`config.mk`:
```
export PLATFORM = sky130hd
export DESIGN_NAME = rsd_device_flat
export DESIGN_NICKNAME = d
export VERILOG_FILES = /design/src/hw/rsd_pkg.sv /design/src/hw/rsd_link_if.sv /design/src/hw/rsd_device.sv /design/src/flat_wrapper.sv
export VERILOG_INCLUDE_DIRS = /design/src /design/src/hw
export SDC_FILE = /design/constraint.sdc
export NUM_CORES = 1
export LEC_CHECK = 0
export BUFFER_PORTS_ARGS = -buffer_cell sky130_fd_sc_hd__buf_2
export CORE_UTILIZATION = 48
export DETAILED_ROUTE_END_ITERATION = 8
export HOLD_SLACK_MARGIN = 0.03
export PLACE_DENSITY = 0.79
export SKIP_LAST_GASP = 1
export SLEW_MARGIN = 0
export SYNTH_ARGS = -nofsm -noshare
export SYNTH_HDL_FRONTEND = slang
export SYNTH_SLANG_ARGS = --single-unit
```
`constraint.sdc`:
```
create_clock -name mclk_i -period 2.1 [get_ports mclk_i]
set_input_delay 0.21 -clock mclk_i [delete_from_list [all_inputs] [get_ports mclk_i]]
set_output_delay 0.21 -clock mclk_i [all_outputs]
set_load 0.03 [all_outputs]
```
`src/hw/rsd_regs.svh`:
```
/*
 * Constants for the reset state and self-diagnostic block.
 * Assumes a 20 MHz core clock; included by bare name.
 */
`ifndef RSD_REGS_SVH
`define RSD_REGS_SVH

`define RSD_CLK_HZ          20000000
`define RSD_CMD_WAKE        8'h11
`define RSD_CMD_DIAG_READ   8'h0F
`define RSD_BIT_LOAD_OK     7
`define RSD_BIT_FUNC_OK     6
`define RSD_DIAG_RESET      8'h00
`define RSD_SPIKE_NS        20
`define RSD_SPIKE_CYC       ((`RSD_SPIKE_NS * 20 + 999) / 1000)
`define RSD_WAKE_SLEEP_MS   120
`define RSD_WAKE_AWAKE_MS   5
`define RSD_WAKE_SLEEP_CYC  (`RSD_WAKE_SLEEP_MS * 20000)
`define RSD_WAKE_AWAKE_CYC  (`RSD_WAKE_AWAKE_MS * 20000)
`define RSD_PWROFF_MS       120
`define RSD_PWROFF_CYC      (`RSD_PWROFF_MS * 20000)
`define RSD_RST_HOLD_US     10
`define RSD_RST_HOLD_CYC    (`RSD_RST_HOLD_US * 20)
`define RSD_SETTLE_CYC      4

`endif

```
`src/hw/rsd_pkg.sv`:
```
/*
 * Types for the reset state and self-diagnostic block.
 * Assumes nothing beyond a SystemVerilog compiler.
 */
package rsd_pkg;
    typedef logic [7:0] rsd_byte_type;
    typedef enum logic [1:0] {
        RSD_SLEEP = 2'b00,
        RSD_CHECK = 2'b01,
        RSD_AWAKE = 2'b11
    } rsd_state_type;
    typedef enum logic [1:0] {
        RSD_H_RESET = 2'b00,
        RSD_H_HOLD  = 2'b01,
        RSD_H_IDLE  = 2'b11,
        RSD_H_WAIT  = 2'b10
    } rsd_host_state_type;
endpackage

```
`src/hw/rsd_link_if.sv`:
```
/*
 * Link between host and display device: reset, select, command, pins.
 * Assumes both ends share mclk_i; the bench resolves the tri-states.
 */
`timescale 1ns/100ps
interface rsd_link_if;
    logic       hw_reset_n_in;
    logic       chip_select_n_in;
    logic       cmd_valid;
    logic [7:0] cmd_code;
    logic       tearing_sync_out;
    logic       backlight_pwm_out;
    logic [23:0] parallel_data_bus_o;
    logic       parallel_data_bus_oe;
    logic       serial_data_out_o;
    logic       serial_data_out_oe;
    logic [7:0] diag_data;
    logic       diag_valid;
    logic       awake;

    modport dev (
        input  hw_reset_n_in, chip_select_n_in, cmd_valid, cmd_code,
        output tearing_sync_out, backlight_pwm_out, parallel_data_bus_o,
        output parallel_data_bus_oe, serial_data_out_o, serial_data_out_oe,
        output diag_data, diag_valid, awake
    );
    modport host (
        output hw_reset_n_in, chip_select_n_in, cmd_valid, cmd_code,
        input  tearing_sync_out, backlight_pwm_out, diag_data, diag_valid,
        input  awake
    );
endinterface

```
`src/hw/rsd_device.sv`:
```
/*
 * Display device end: reset pin states, spike filter, wake diagnostics.
 * Assumes commands arrive synchronous to mclk_i, one per valid pulse.
 */
`timescale 1ns/100ps
`include "rsd_regs.svh"

module rsd_device #(
    parameter int SLEEP_WAIT_CYC = `RSD_WAKE_SLEEP_CYC,
    parameter int AWAKE_WAIT_CYC = `RSD_WAKE_AWAKE_CYC
) (
    // Clock and reset
    input  wire logic         mclk_i,
    input  wire logic         nrst_i,
    // Link
    rsd_link_if.dev           link,
    // Check results, software reset, pin sources and ready flag
    input  wire logic         otp_match_i,
    input  wire logic         func_ok_i,
    input  wire logic         soft_reset_i,
    input  wire logic         sync_pulse_i,
    input  wire logic         pwm_level_i,
    output logic              diag_ready_o
);
    import rsd_pkg::*;

    localparam int FLT = `RSD_SPIKE_CYC + 1;

    logic [1:0]         pin_raw;
    logic               rst_n_f;
    logic               cs_n_f;
    rsd_state_type      state;
    rsd_state_type      next_state;
    rsd_byte_type       diag;
    rsd_byte_type       next_diag;
    logic [22:0]        wait_cnt;
    logic [22:0]        next_wait_cnt;
    logic               ready;
    logic               next_ready;
    logic               te;
    logic               next_te;
    logic               pwm;
    logic               next_pwm;
    logic               dvalid;
    logic               next_dvalid;
    logic               in_reset;
    logic               cmd_ok;
    logic               wake_cmd;
    logic               read_cmd;
    logic               awake;
    logic               next_awake;

    function automatic logic all_same(input logic [FLT-1:0] v);
        logic ones;
        logic zeros;
        ones     = &v;
        zeros    = ~(|v);
        all_same = ones | zeros;
    endfunction

    // Command decode shared by both command paths
    function automatic logic cmd_is(input rsd_byte_type code,
                                    input rsd_byte_type want);
        cmd_is = (code == want);
    endfunction

    // Spike filters for reset and select, one per pin
    assign pin_raw = {link.chip_select_n_in, link.hw_reset_n_in};

    generate
        for (genvar g = 0; g < 2; g++) begin : g_flt
            logic [FLT-1:0] sh;
            logic           f;
            logic           next_f;

            always_comb begin
                next_f = f;
                if (all_same(sh)) begin
                    next_f = sh[0];
                end
            end

            // Power-on reads as pin low until samples agree
            always_ff @(posedge mclk_i or negedge nrst_i) begin
                if (!nrst_i) begin
                    sh <= '0;
                    f  <= 1'b0;
                end else begin
                    sh <= {sh[FLT-2:0], pin_raw[g]};
                    f  <= next_f;
                end
            end
        end
    endgenerate

    assign rst_n_f = g_flt[0].f;
    assign cs_n_f  = g_flt[1].f;

    // Reset regardless of select state
    assign in_reset = ~rst_n_f | soft_reset_i;
    assign cmd_ok   = link.cmd_valid & ~cs_n_f & ~in_reset;

    // Command decode
    assign wake_cmd = cmd_ok & cmd_is(link.cmd_code, `RSD_CMD_WAKE);
    assign read_cmd = cmd_ok & cmd_is(link.cmd_code, `RSD_CMD_DIAG_READ);

    // Wake sequencing, diagnostic bits and pin sources
    always_comb begin
        next_state    = state;
        next_diag     = diag;
        next_wait_cnt = wait_cnt;
        next_ready    = ready;
        next_te       = sync_pulse_i;
        next_pwm      = pwm_level_i;
        next_dvalid   = read_cmd;
        if (in_reset) begin
            next_state  = RSD_SLEEP;
            next_te     = 1'b0;
            next_pwm    = 1'b0;
            next_dvalid = 1'b0;
            next_ready  = 1'b0;
            next_wait_cnt = '0;
        end else begin
            case (state)
                RSD_SLEEP, RSD_AWAKE: begin
                    if (wake_cmd) begin
                        // Checks only on wake
                        if (otp_match_i) begin
                            next_diag[`RSD_BIT_LOAD_OK] =
                                ~diag[`RSD_BIT_LOAD_OK];
                        end
                        next_ready = 1'b0;
                        next_wait_cnt = (state == RSD_SLEEP) ?
                            23'(SLEEP_WAIT_CYC - 1) :
                            23'(AWAKE_WAIT_CYC - 1);
                        next_state = RSD_CHECK;
                    end
                end
                RSD_CHECK: begin
                    if (wait_cnt == '0) begin
                        if (func_ok_i) begin
                            next_diag[`RSD_BIT_FUNC_OK] =
                                ~diag[`RSD_BIT_FUNC_OK];
                        end
                        next_ready = 1'b1;
                        next_state = RSD_AWAKE;
                    end else begin
                        next_wait_cnt = wait_cnt - 23'd1;
                    end
                end
                default: next_state = RSD_SLEEP;
            endcase
        end
        next_awake = (next_state != RSD_SLEEP);
    end

    // State and output registers
    always_ff @(posedge mclk_i or negedge nrst_i) begin
        if (!nrst_i) begin
            state    <= RSD_SLEEP;
            diag     <= `RSD_DIAG_RESET;
            wait_cnt <= '0;
            ready    <= 1'b0;
            te       <= 1'b0;
            pwm      <= 1'b0;
            dvalid   <= 1'b0;
            awake    <= 1'b0;
        end else begin
            state    <= next_state;
            diag     <= next_diag;
            wait_cnt <= next_wait_cnt;
            ready    <= next_ready;
            te       <= next_te;
            pwm      <= next_pwm;
            dvalid   <= next_dvalid;
            awake    <= next_awake;
        end
    end

    // Buses never driven by this block; sync, PWM, diagnostics and flags come from registers
    assign link.parallel_data_bus_o  = '0;
    assign link.parallel_data_bus_oe = 1'b0;
    assign link.serial_data_out_o    = 1'b0;
    assign link.serial_data_out_oe   = 1'b0;
    assign link.tearing_sync_out     = te;
    assign link.backlight_pwm_out    = pwm;
    assign link.diag_data            = diag;
    assign link.diag_valid           = dvalid;
    assign link.awake                = awake;
    assign diag_ready_o              = ready;
endmodule

```
`src/flat_wrapper.sv`:
```
// flat-port wrapper written by rule: the top's interface ports become plain ports
module rsd_device_flat import rsd_pkg::*;
#(
    parameter int SLEEP_WAIT_CYC = `RSD_WAKE_SLEEP_CYC,
    parameter int AWAKE_WAIT_CYC = `RSD_WAKE_AWAKE_CYC
)
  (mclk_i, nrst_i, otp_match_i, func_ok_i, soft_reset_i, sync_pulse_i, pwm_level_i, diag_ready_o, link_hw_reset_n_in, link_chip_select_n_in, link_cmd_valid, link_cmd_code, link_tearing_sync_out, link_backlight_pwm_out, link_parallel_data_bus_o, link_parallel_data_bus_oe, link_serial_data_out_o, link_serial_data_out_oe, link_diag_data, link_diag_valid, link_awake);
  rsd_link_if link_i ();
  input  wire logic mclk_i;
  input  wire logic nrst_i;
  input  wire logic otp_match_i;
  input  wire logic func_ok_i;
  input  wire logic soft_reset_i;
  input  wire logic sync_pulse_i;
  input  wire logic pwm_level_i;
  output logic diag_ready_o;
  input wire logic [$bits(link_i.hw_reset_n_in)-1:0] link_hw_reset_n_in;
  input wire logic [$bits(link_i.chip_select_n_in)-1:0] link_chip_select_n_in;
  input wire logic [$bits(link_i.cmd_valid)-1:0] link_cmd_valid;
  input wire logic [$bits(link_i.cmd_code)-1:0] link_cmd_code;
  output wire logic [$bits(link_i.tearing_sync_out)-1:0] link_tearing_sync_out;
  output wire logic [$bits(link_i.backlight_pwm_out)-1:0] link_backlight_pwm_out;
  output wire logic [$bits(link_i.parallel_data_bus_o)-1:0] link_parallel_data_bus_o;
  output wire logic [$bits(link_i.parallel_data_bus_oe)-1:0] link_parallel_data_bus_oe;
  output wire logic [$bits(link_i.serial_data_out_o)-1:0] link_serial_data_out_o;
  output wire logic [$bits(link_i.serial_data_out_oe)-1:0] link_serial_data_out_oe;
  output wire logic [$bits(link_i.diag_data)-1:0] link_diag_data;
  output wire logic [$bits(link_i.diag_valid)-1:0] link_diag_valid;
  output wire logic [$bits(link_i.awake)-1:0] link_awake;
  assign link_i.hw_reset_n_in = link_hw_reset_n_in;
  assign link_i.chip_select_n_in = link_chip_select_n_in;
  assign link_i.cmd_valid = link_cmd_valid;
  assign link_i.cmd_code = link_cmd_code;
  assign link_tearing_sync_out = link_i.tearing_sync_out;
  assign link_backlight_pwm_out = link_i.backlight_pwm_out;
  assign link_parallel_data_bus_o = link_i.parallel_data_bus_o;
  assign link_parallel_data_bus_oe = link_i.parallel_data_bus_oe;
  assign link_serial_data_out_o = link_i.serial_data_out_o;
  assign link_serial_data_out_oe = link_i.serial_data_out_oe;
  assign link_diag_data = link_i.diag_data;
  assign link_diag_valid = link_i.diag_valid;
  assign link_awake = link_i.awake;
  rsd_device #(.SLEEP_WAIT_CYC(SLEEP_WAIT_CYC), .AWAKE_WAIT_CYC(AWAKE_WAIT_CYC)) u_core (.mclk_i(mclk_i), .nrst_i(nrst_i), .link(link_i), .otp_match_i(otp_match_i), .func_ok_i(func_ok_i), .soft_reset_i(soft_reset_i), .sync_pulse_i(sync_pulse_i), .pwm_level_i(pwm_level_i), .diag_ready_o(diag_ready_o));
endmodule
```
==> results of run 1 <==
## metrics by stage
stage	setup WS, ns	area, µm²	TNS (ns)	cells
after floorplan	0.00255	2530	0	282
after global placement	0.0641	2620	0	355
after detailed placement	0.0467	2620	0	355
after CTS	0.0348	2750	0	365
after global routing	-0.0287	2770	-0.0950	366
final	0.0614	2770	0	366
## cell type report
cell class	instances	share of cell area [%]
clock buffers	5	2.48
well taps	67	3.02
multi-input cells	194	45.4
flip-flops and latches	38	34.3
inverters	9	1.22
repair buffers	50	12.0
clock inverters	3	1.62
## worst max-delay path, cell delays in order (launching register included)
cell	delay, ns
dfrtp_1	0.41
nor4_4	0.38
and4_2	0.36
and3_2	0.36
nor2_2	0.12
mux2_4	0.31
## cell families (layout without fill, tap and decap cells)
kind of cell	count (synthesis)	after routing	share of synthesized area (%)
simple gates	88	88	22.4
compound gates	60	60	17.6
buf+inv	50	67	13.9
flops	38	38	39.6
fa+ha+maj	8	8	3.96
mux	3	3	1.67
xor+xnor	2	2	0.730
other cells	1	33	0.156
## how the worst max path moves through the flow
stage	slack (ns)	endpoint	depth (start not counted)	start
after floorplan	0.003	u_core.wait_cnt[16]	7	u_core.wait_cnt[0]
after global placement	0.06	u_core.wait_cnt[0]	5	u_core.wait_cnt[4]
after detailed placement	0.05	u_core.wait_cnt[1]	5	u_core.wait_cnt[4]
after CTS	0.03	u_core.wait_cnt[0]	5	u_core.wait_cnt[4]
after global routing	-0.03	u_core.wait_cnt[16]	7	u_core.wait_cnt[0]
final	0.06	u_core.wait_cnt[0]	5	u_core.wait_cnt[4]
## synthesized netlist by cell type (all sizes together) (6+ instances only)
cell type,count,share of area (%)
a21oi,12,2.5
buf,37,12
dfrtp,38,40
ha,6,3.1
inv,9,1.4
nand2,17,2.8
nand3,8,1.7
nor2,13,2.1
nor3,10,2.3
o21ai,10,2.1
o31ai,7,2.2
or4,8,2.7
## state kept, by name (all words and copies together), names as in the netlist, 2 cells and up
signal and flops:
u_core.state 2, u_core.link.diag_data 2, u_core.wait_cnt 23, u_core.g_flt.sh 4
## timing repair
action,4_1_cts,5_1_grt
resized for setup,0,4
endpoints found under the setup margin,0,11
setup buffers,0,1
hold buffers,2,0
hold endpoints to repair,2,0
## per-layer routing
| metal | global-route usage [%] | vias up |
|---|---|---|
| met2 | 34.2 | 103 |
| met5 | 0 | - |
| met1 | 30.7 | 973 |
| met4 | 5.66 | 0 |
| met3 | 4.70 | 13 |
| li1 | - | 967 |
## power breakdown
part           switching (mW)  internal, mW  total (mW)
clock network           0.281         0.353       0.634
logic                   0.306         0.191       0.496
registers              0.0361         0.768       0.804
## placed cells by master (no fill, tap or decap), types with 3 or more instances in the layout
| cell | netlist | final |
|---|---|---|
| a21oi_1 | 12 | 11 |
| nor3_1 | 9 | 8 |
| o22ai_1 | 3 | 3 |
| o21ai_0 | 7 | 7 |
| buf_4 | 34 | 23 |
| nand3_1 | 8 | 8 |
| nand4_1 | 5 | 5 |
| nor4_1 | 3 | 3 |
| nand4b_1 | 3 | 3 |
| dfrtp_1 | 38 | 38 |
| clkbuf_8 | 0 | 5 |
| inv_1 | 9 | 9 |
| buf_2 | 1 | 24 |
| nand2_1 | 16 | 16 |
| o31ai_1 | 7 | 7 |
| o21ai_1 | 3 | 3 |
| nand2b_1 | 4 | 4 |
| a31oi_1 | 4 | 4 |
| or4_1 | 7 | 7 |
| conb_1 | 1 | 33 |
| o32ai_1 | 3 | 3 |
| nor2_1 | 12 | 12 |
| a221o_1 | 3 | 3 |
| ha_1 | 6 | 5 |
==> run_results.csv, run 1 <==
group,metric,value,unit
synthesis,yosys_warnings,0,
timing,tightest_slew,0.837,ns
critical_path,reg2reg_slack,0.06,ns
critical_path,cp.arrival,2.22,ns
pwr,ir_drop,418,µV
clocking,cts_tree,"built",
run_status,run_status,"complete, no violations",
synthesis,synth-edff-count,0,
critical_path,crit_required,2.28,ns
die,initial_core_util,50.5,%
detailed_routing,met2_length,2.56,mm
timing,skew,0.00677,ns
detailed_routing,first_pass_iters,5,
detailed_routing,vias,2056,
global_route,grt_pass1_wl,8.87,mm
clocking,clkLatencyLatePin,0.30,ns
synthesis,ys.flop_type,"dfrtp_1",
synthesis,ys_seq_area_share,39.6,%
placement,port_buffers,24,
clocking,clkSinkCount,38,
timing,period_needed,2.04,ns
synthesis,syn-mean-instance-area,9.60,µm²
detailed_routing,wl_met3,376,µm
detailed_routing,postRouteAntennaNets,0,
critical_path,ff2ff_path_depth,5,
timing,setup_violations,0,
clocking,clockRootBuffer,"clkbuf_8",
clocking,clockBufferDepth,2,
placement,gp_congestion,0.904,
clocking,cts_max_level,2,
layout,antenna_cells,0,
layout,fin_util,58.3,%
die,die_area,0.00529,mm²
detailed_routing,drcViolationCount,0,
synthesis,syn_area,0.00240,mm²
timing,hold_viol,0,
detailed_routing,wl_per_cell,14.8,µm
detailed_routing,vias_per_cell,5.62,
critical_path,r2r_start,"u_core.wait_cnt[4]",
global_route,antenna_found_initial,0,
synthesis,syn_inst,250,
clocking,cts_made_buffers,5,
die,fp.dieH,72.7,µm
critical_path,worstReg2RegEnd,"u_core.wait_cnt[0]",
min_path,hold_path_class,"input pin to async pin",
detailed_routing,met1Wirelength,2.43,mm
global_route,grt_overflow,0,
layout,seqCellArea,951,µm²
run,cap_viol_max_count,0,
timing,slew_headroom,44.2,%
placement,dp_hpwl,3.92,mm
critical_path,end_kind,"register",
layout,nets,322,
timing,maxSlewViolCount,0,
layout,multi_input_area,0.00126,mm²
timing,hold_ws,0.0128,ns
die,coreArea,0.00475,mm²
timing,grt_setup_unrepaired,"yes",
pwr,power,1.93,mW
layout,fillers,418,
layout,area_growth,15.5,%
synthesis,yosysUniqueCellTypes,65,
pwr,cellLeakagePower,1.31,nW
synthesis,async_flop_share,100,%
pwr,p_per_area,698,mW/mm²
detailed_routing,routed.top_layer,"met4",
critical_path,cp_max_fo,13,
synthesis,synth_seq_cells,38,
global_route,grt_usage,21.8,%
die,fp-row-count,25,
critical_path,start_kind,"register",
timing,fin_crit_sh,97.1,%
detailed_routing,postRouteWirelength,5.43,mm
timing,fmax,491,MHz
die,num_io_pins,58,
detailed_routing,drt_iter0_drc,363,
clocking,clk_pin_slew,0.08,ns
global_route,grt_pass1_vias,1815,
layout,layout-drive-gt1-share,25.4,%
critical_path,worstSetupPathType,"register to register",
die,die_x,72.7,µm
global_route,grt_max_degree,39,
(Power assumes the default switching activity.)
==> inputs of run 2 (changes only) <==
--- a/config.mk
+++ b/config.mk
@@ -7,12 +7,13 @@
 export NUM_CORES = 1
 export LEC_CHECK = 0
 export BUFFER_PORTS_ARGS = -buffer_cell sky130_fd_sc_hd__buf_2
+export CORE_MARGIN = 2
 export CORE_UTILIZATION = 48
 export DETAILED_ROUTE_END_ITERATION = 8
 export HOLD_SLACK_MARGIN = 0.03
 export PLACE_DENSITY = 0.79
 export SKIP_LAST_GASP = 1
-export SLEW_MARGIN = 0
+export SLEW_MARGIN = 20
 export SYNTH_ARGS = -nofsm -noshare
 export SYNTH_HDL_FRONTEND = slang
 export SYNTH_SLANG_ARGS = --single-unit
==> run 2 against run 1 <==
Compared with the run above: register-to-register slack lost 0.05 ns; die area grew 5.6%; non-clock buffer count grew 2; hold slack lost 0.011 ns; combinational power grew 4.4%; highest routed layer unchanged.
==> run_results.csv, run 2 (synthesis gave the netlist of run 1 again) <==
group,metric,value,unit
placement,pre_cts_slack,0.0312,ns
detailed_routing,postRouteWirelength,5.54,mm
layout,antenna_cells,0,
run_status,run_status,"complete, no violations",
placement,dp_cells,354,
layout,layout_common_cells,"dfrtp_1, conb_1, buf_4, buf_2, nand2_1",
timing,fin_crit_sh,99.2,%
detailed_routing,vias,2061,
die,initial_core_util,50.2,%
layout,fin_util,59.5,%
critical_path,worstSetupPathType,"register to register",
layout,instances_no_fill,368,
min_path,hold_path_class,"input pin to async pin",
global_route,grt_pass1_vias,1925,
layout,fillers,431,
detailed_routing,routed.top_layer,"met4",
detailed_routing,met2_length,2.70,mm
critical_path,crit_required,2.29,ns
timing,fin_tns_setup,0,ns
pwr,p_per_area,739,mW/mm²
placement,gp_congestion,0.940,
critical_path,start_kind,"register",
clocking,clockRootBuffer,"clkbuf_8",
clocking,cts_made_buffers,5,
detailed_routing,drcViolationCount,0,
die,coreArea,0.00479,mm²
detailed_routing,wl_met3,318,µm
clocking,cts_tree,"built",
timing,tightest_slew,0.839,ns
layout,layout_commonest_cell,"dfrtp_1",
pwr,cellLeakagePower,1.34,nW
die,die_area,0.00558,mm²
timing,slew_headroom,44.0,%
timing,setup_violations,0,
layout,largest_reg_flops,23,
placement,dp_hpwl,3.93,mm
timing,maxSlewViolCount,0,
detailed_routing,vias_per_cell,5.60,
layout,nets,324,
die,fp.dieH,74.7,µm
layout,top_register,"u_core.wait_cnt",
layout,area_growth,18.5,%
global_route,grt_usage,21.5,%
global_route,antenna_found_initial,0,
timing,skew,0.00507,ns
detailed_routing,wl_per_cell,15.1,µm
detailed_routing,postRouteAntennaNets,0,
clocking,cts_max_level,2,
critical_path,ff2ff_path_depth,6,
layout,layout-drive-gt1-share,26.6,%
run,cap_viol_max_count,0,
clocking,clk_pin_slew,0.08,ns
layout,top_regs,"u_core.wait_cnt (23), u_core.g_flt.sh (4)",
timing,fmax,480,MHz
pwr,ir_drop,480,µV
timing,period_needed,2.08,ns
global_route,grt_overflow,0,
timing,hold_viol,0,
critical_path,end_kind,"register",
detailed_routing,first_pass_iters,4,
placement,port_buffers,24,
clocking,clkSinkCount,38,
die,die_x,74.7,µm
detailed_routing,drt_iter0_drc,241,
global_route,grt_max_degree,39,
critical_path,cp.arrival,2.27,ns
layout,seqCellArea,951,µm²
clocking,clockBufferDepth,2,
critical_path,cp_max_fo,5,
timing,setup_ws,0.0162,ns
detailed_routing,met1Wirelength,2.46,mm
global_route,grt_pass1_wl,9.17,mm
die,fp-row-count,25,
die,num_io_pins,58,
layout,multi_input_area,0.00129,mm²
clocking,clkLatencyLatePin,0.29,ns
-- run 2: changes by cell type in the layout (fill, tap and decap cells not counted), sizes merged --
cell / delta
buf: +2
clkinvlp: -2
bufinv: +1
clkbuf: +1
-- run 2: worst max-delay path, cell delays in order (launching register included) --
cell and delay, ns:
dfrtp_1 0.42, nor4_4 0.41, buf_4 0.18, nand2_2 0.05, or4_4 0.42, a211o_1 0.27, a22o_1 0.22
-- run 2: final cells by class --
class	count	share of cell area, %
Multi-Input combinational cell	194	45.2
Sequential cell	38	33.4
Clock buffer	6	2.90
Timing Repair Buffer	52	12.2
Clock inverter	2	2.11
Tap cell	67	2.95
Inverter	9	1.19
-- run 2: metrics by stage --
| stage | hold slack, ns | instance area, µm² | power [mW] |
|---|---|---|---|
| floorplan | -0.0856 | 2530 | 1.18 |
| global placement | 0.317 | 2610 | 1.29 |
| detailed placement | 0.322 | 2610 | 1.30 |
| CTS | 0.0496 | 2780 | 2.08 |
| global route | 0.0850 | 2850 | 2.20 |
| finish | 0.00203 | 2850 | 2.10 |
-- run 2: timing repair --
item                                    CTS  global route
endpoints found under the hold margin     2             0
hold buffers                              2             0
buffers inserted                          0             4
gates resized for setup                   0             9
endpoints found under the setup margin    0            13
-- run 2: final timing paths --
check	slack, ns	end	startpoint
worst max register to register	0.02	u_core.wait_cnt[16]	u_core.wait_cnt[6]
worst max-delay path	0.02	u_core.wait_cnt[16]	u_core.wait_cnt[6]
max in group asynchronous	1.56	u_core.wait_cnt[13]	nrst_i
min in group mclk_i	0.12	u_core.link.tearing_sync_out	sync_pulse_i
worst min-delay path	0.002	u_core.link.diag_data[7]	nrst_i
worst min register to register	0.39	u_core.g_flt[0].sh[1]	u_core.g_flt[0].sh[0]
-- run 2: metal layers --
| metal | track usage (%) | vias to the layer above |
|---|---|---|
| met5 | 0 | - |
| met4 | 5.75 | 0 |
| met3 | 4.95 | 9 |
| met2 | 34.0 | 79 |
| met1 | 30.0 | 1002 |
| li1 | - | 971 |
-- run 2: power by group --
| group | switching (mW) | internal, mW |
|---|---|---|
| logic | 0.311 | 0.207 |
| registers | 0.0378 | 0.768 |
| clock network | 0.271 | 0.507 |
| total | 0.620 | 1.48 |
==> inputs of run 3 (changes only) <==
--- a/config.mk
+++ b/config.mk
@@ -6,9 +6,10 @@
 export SDC_FILE = /design/constraint.sdc
 export NUM_CORES = 1
 export LEC_CHECK = 0
+export ABC_AREA = 1
 export BUFFER_PORTS_ARGS = -buffer_cell sky130_fd_sc_hd__buf_2
 export CORE_MARGIN = 2
-export CORE_UTILIZATION = 48
+export CORE_UTILIZATION = 49
 export DETAILED_ROUTE_END_ITERATION = 8
 export HOLD_SLACK_MARGIN = 0.03
 export PLACE_DENSITY = 0.79
==> run 3 against run 2 <==
Compared with the run above: clock-buffer cell count down 1; synthesized cell count up 43%; cell area down 3.2%; critical endpoint unchanged; maximum frequency up 13%; area after synthesis up 7.3%; critical path type unchanged.
==> run_results.csv, run 3 <==
group,metric,value,unit
clocking,clockBufferDepth,2,
die,die_area,0.00585,mm²
timing,hold_viol,0,
placement,gp_congestion,0.868,
layout,layout_common_cells,"nand2_1, nor2_1, inv_1, dfrtp_1, conb_1",
global_route,grt_overflow,0,
run_status,run_status,"complete, no violations",
timing,period_needed,1.84,ns
detailed_routing,first_pass_iters,4,
placement,dp_hpwl,4.01,mm
timing,setup_violations,0,
layout,layout_commonest_cell,"nand2_1",
die,initial_core_util,50.8,%
timing,skew,0.00346,ns
synthesis,synth_area_leader_cell,"dfrtp_1",
synthesis,ys.flop_type,"dfrtp_1",
detailed_routing,drt_iter0_drc,187,
synthesis,syn_area,0.00258,mm²
run,cap_viol_max_count,0,
synthesis,synth_seq_cells,38,
timing,grt_setup_unrepaired,"no",
clocking,cts_max_level,2,
synthesis,synth-edff-count,0,
synthesis,async_flop_share,100,%
critical_path,end_kind,"register",
critical_path,crit_required,2.28,ns
die,num_io_pins,58,
critical_path,start_kind,"register",
die,fp.dieH,76.5,µm
timing,fin_crit_sh,87.5,%
synthesis,yosys-top-cells-area,"dfrtp_1, nand2_1, buf_4",
layout,area_growth,6.90,%
synthesis,synth_xor_area_share,1.36,%
synthesis,ys_seq_area_share,36.9,%
die,die_x,76.5,µm
timing,maxSlewViolCount,0,
layout,top_regs,"u_core.wait_cnt (23), u_core.g_flt.sh (4)",
critical_path,max_stage_delay,0.40,ns
critical_path,crit_slowest_cell,"dfrtp_1",
min_path,hold_path_class,"input pin to async pin",
global_route,grt_pass1_vias,2038,
die,fp-row-count,26,
pwr,p_per_area,629,mW/mm²
critical_path,cp.arrival,2.02,ns
synthesis,syn-mean-instance-area,7.22,µm²
layout,largest_reg_flops,23,
pwr,cellLeakagePower,1.46,nW
detailed_routing,vias_per_cell,4.84,
detailed_routing,postRouteAntennaNets,0,
timing,tightest_slew,0.840,ns
layout,fin_util,54.3,%
timing,fin_tns_setup,0,ns
clocking,clockRootBuffer,"clkbuf_8",
die,coreArea,0.00507,mm²
detailed_routing,wl_per_cell,11.6,µm
clocking,clkLatencyLatePin,0.29,ns
synthesis,syn_inst,357,
pwr,ir_drop,297,µV
critical_path,worstSetupPathType,"register to register",
clocking,clk_pin_slew,0.07,ns
layout,layout-drive-gt1-share,14.4,%
synthesis,yosysUniqueCellTypes,31,
detailed_routing,postRouteWirelength,5.32,mm
critical_path,cp_max_fo,13,
detailed_routing,vias,2221,
timing,fmax,544,MHz
layout,nets,413,
clocking,clkSinkCount,38,
timing,slew_headroom,44.0,%
global_route,antenna_found_initial,0,
placement,port_buffers,24,
global_route,grt_pass1_wl,9.18,mm
clocking,cts_tree,"built",
synthesis,yosys_warnings,0,
synthesis,synth_compound_area_share,8.50,%
synthesis,synth_most_common_cell,"nand2_1",
synthesis,muxShareOfSynthArea,0,%
critical_path,crit_chain,"inv_1 > ha_1 > inv_2 > nor2_1 > nand4_1 > nand2_2 > nor2_1 > nand2_1 > nand2_1",
synthesis,synth_fa_ha_area_share,3.69,%
global_route,grt_max_degree,39,
global_route,grt_usage,19.4,%
synthesis,synth_common_cells,"nand2_1, nor2_1, inv_1",
synthesis,yosysTopAreaCellShare,36.9,%
layout,antenna_cells,0,
clocking,cts_made_buffers,5,
synthesis,synth_top_family_by_area,"simple AND/OR/NAND/NOR gates",
detailed_routing,drcViolationCount,0,
layout,top_register,"u_core.wait_cnt",
synthesis,synth-simple-area-share,32.6,%
layout,fillers,508,
run 3: cell count changes after synthesis, sizes merged, moves of 8 or more:
| cell | delta |
|---|---|
| nor2 | +50 |
| nand2 | +76 |
| or4 | -8 |
| inv | +32 |
| nand3 | +11 |
| o21ai | +16 |
run 3: worst max-delay path: cells and delay by family (launching register included):
family | cells | cell delay [ns]
and+or+nand+nor | 6 | 0.91
DFF | 1 | 0.40
buffers and inverters | 2 | 0.23
adders and majority gates | 1 | 0.20
run 3: area by class of cell:
class	instances	area [µm²]	area share [%]
sequential	38	951	34.5
clock inverter	2	10.0	0.363
clock buffer	5	68.8	2.50
multi-input combinational	273	1310	47.7
inverter	41	154	5.59
timing repair buffer	30	170	6.18
tap	70	87.6	3.18
run 3: power by group:
| group | switching, mW | total, mW | internal (mW) |
|---|---|---|---|
| Combinational | 0.330 | 0.444 | 0.114 |
| Sequential | 0.0430 | 0.815 | 0.772 |
| Clock | 0.252 | 0.474 | 0.223 |
| Total | 0.625 | 1.73 | 1.11 |
run 3: per-stage QoR:
step	cells	power (mW)	area [µm²]	hold slack (ns)	worst slack [ns]
2_1_floorplan	389	1.20	2700	-0.0856	0.557
6_report	459	1.73	2750	0.00794	0.263
3_3_place_gp	450	1.25	2660	0.319	0.367
4_1_cts	459	1.74	2750	0.0495	0.255
5_1_grt	459	1.84	2750	0.0896	0.0804
3_5_place_dp	450	1.26	2660	0.320	0.284
run 3: logic make-up after synthesis:
group	Yosys count
adders and majority gates	8
DFF	38
xor gates and xnor gates	4
AOI/OAI and AO/OA	36
and+or+nand+nor	192
buffers and inverters	78
other	1
run 3: routing by layer:
layer	track usage [%]	routed length (µm)
met3	3.20	270
met4	8.73	111
met2	30.6	2500
met5	0	0
met1	26.2	2440
run 3: path summary, 6_finish.rpt:
check / endpoint / start / cells past startpoint / slack, ns
max: u_core.wait_cnt[16] / u_core.state[1] / 9 / 0.26
min: u_core.g_flt[1].sh[0] / nrst_i / 1 / 0.008
max reg2reg: u_core.wait_cnt[16] / u_core.state[1] / 9 / 0.26
min reg2reg: u_core.g_flt[0].sh[1] / u_core.g_flt[0].sh[0] / 0 / 0.39
max in group asynchronous: u_core.link.backlight_pwm_out / nrst_i / 1 / 1.55
min in group mclk_i: u_core.link.tearing_sync_out / sync_pulse_i / 3 / 0.13
run 3: repair_timing:
| action | in CTS | in global routing |
|---|---|---|
| hold buffers | 2 | 0 |
| endpoints found under the setup margin | 0 | 0 |
| endpoints found under the hold margin | 2 | 0 |
| buffers inserted | 0 | 0 |
| resized for setup | 0 | 0 |
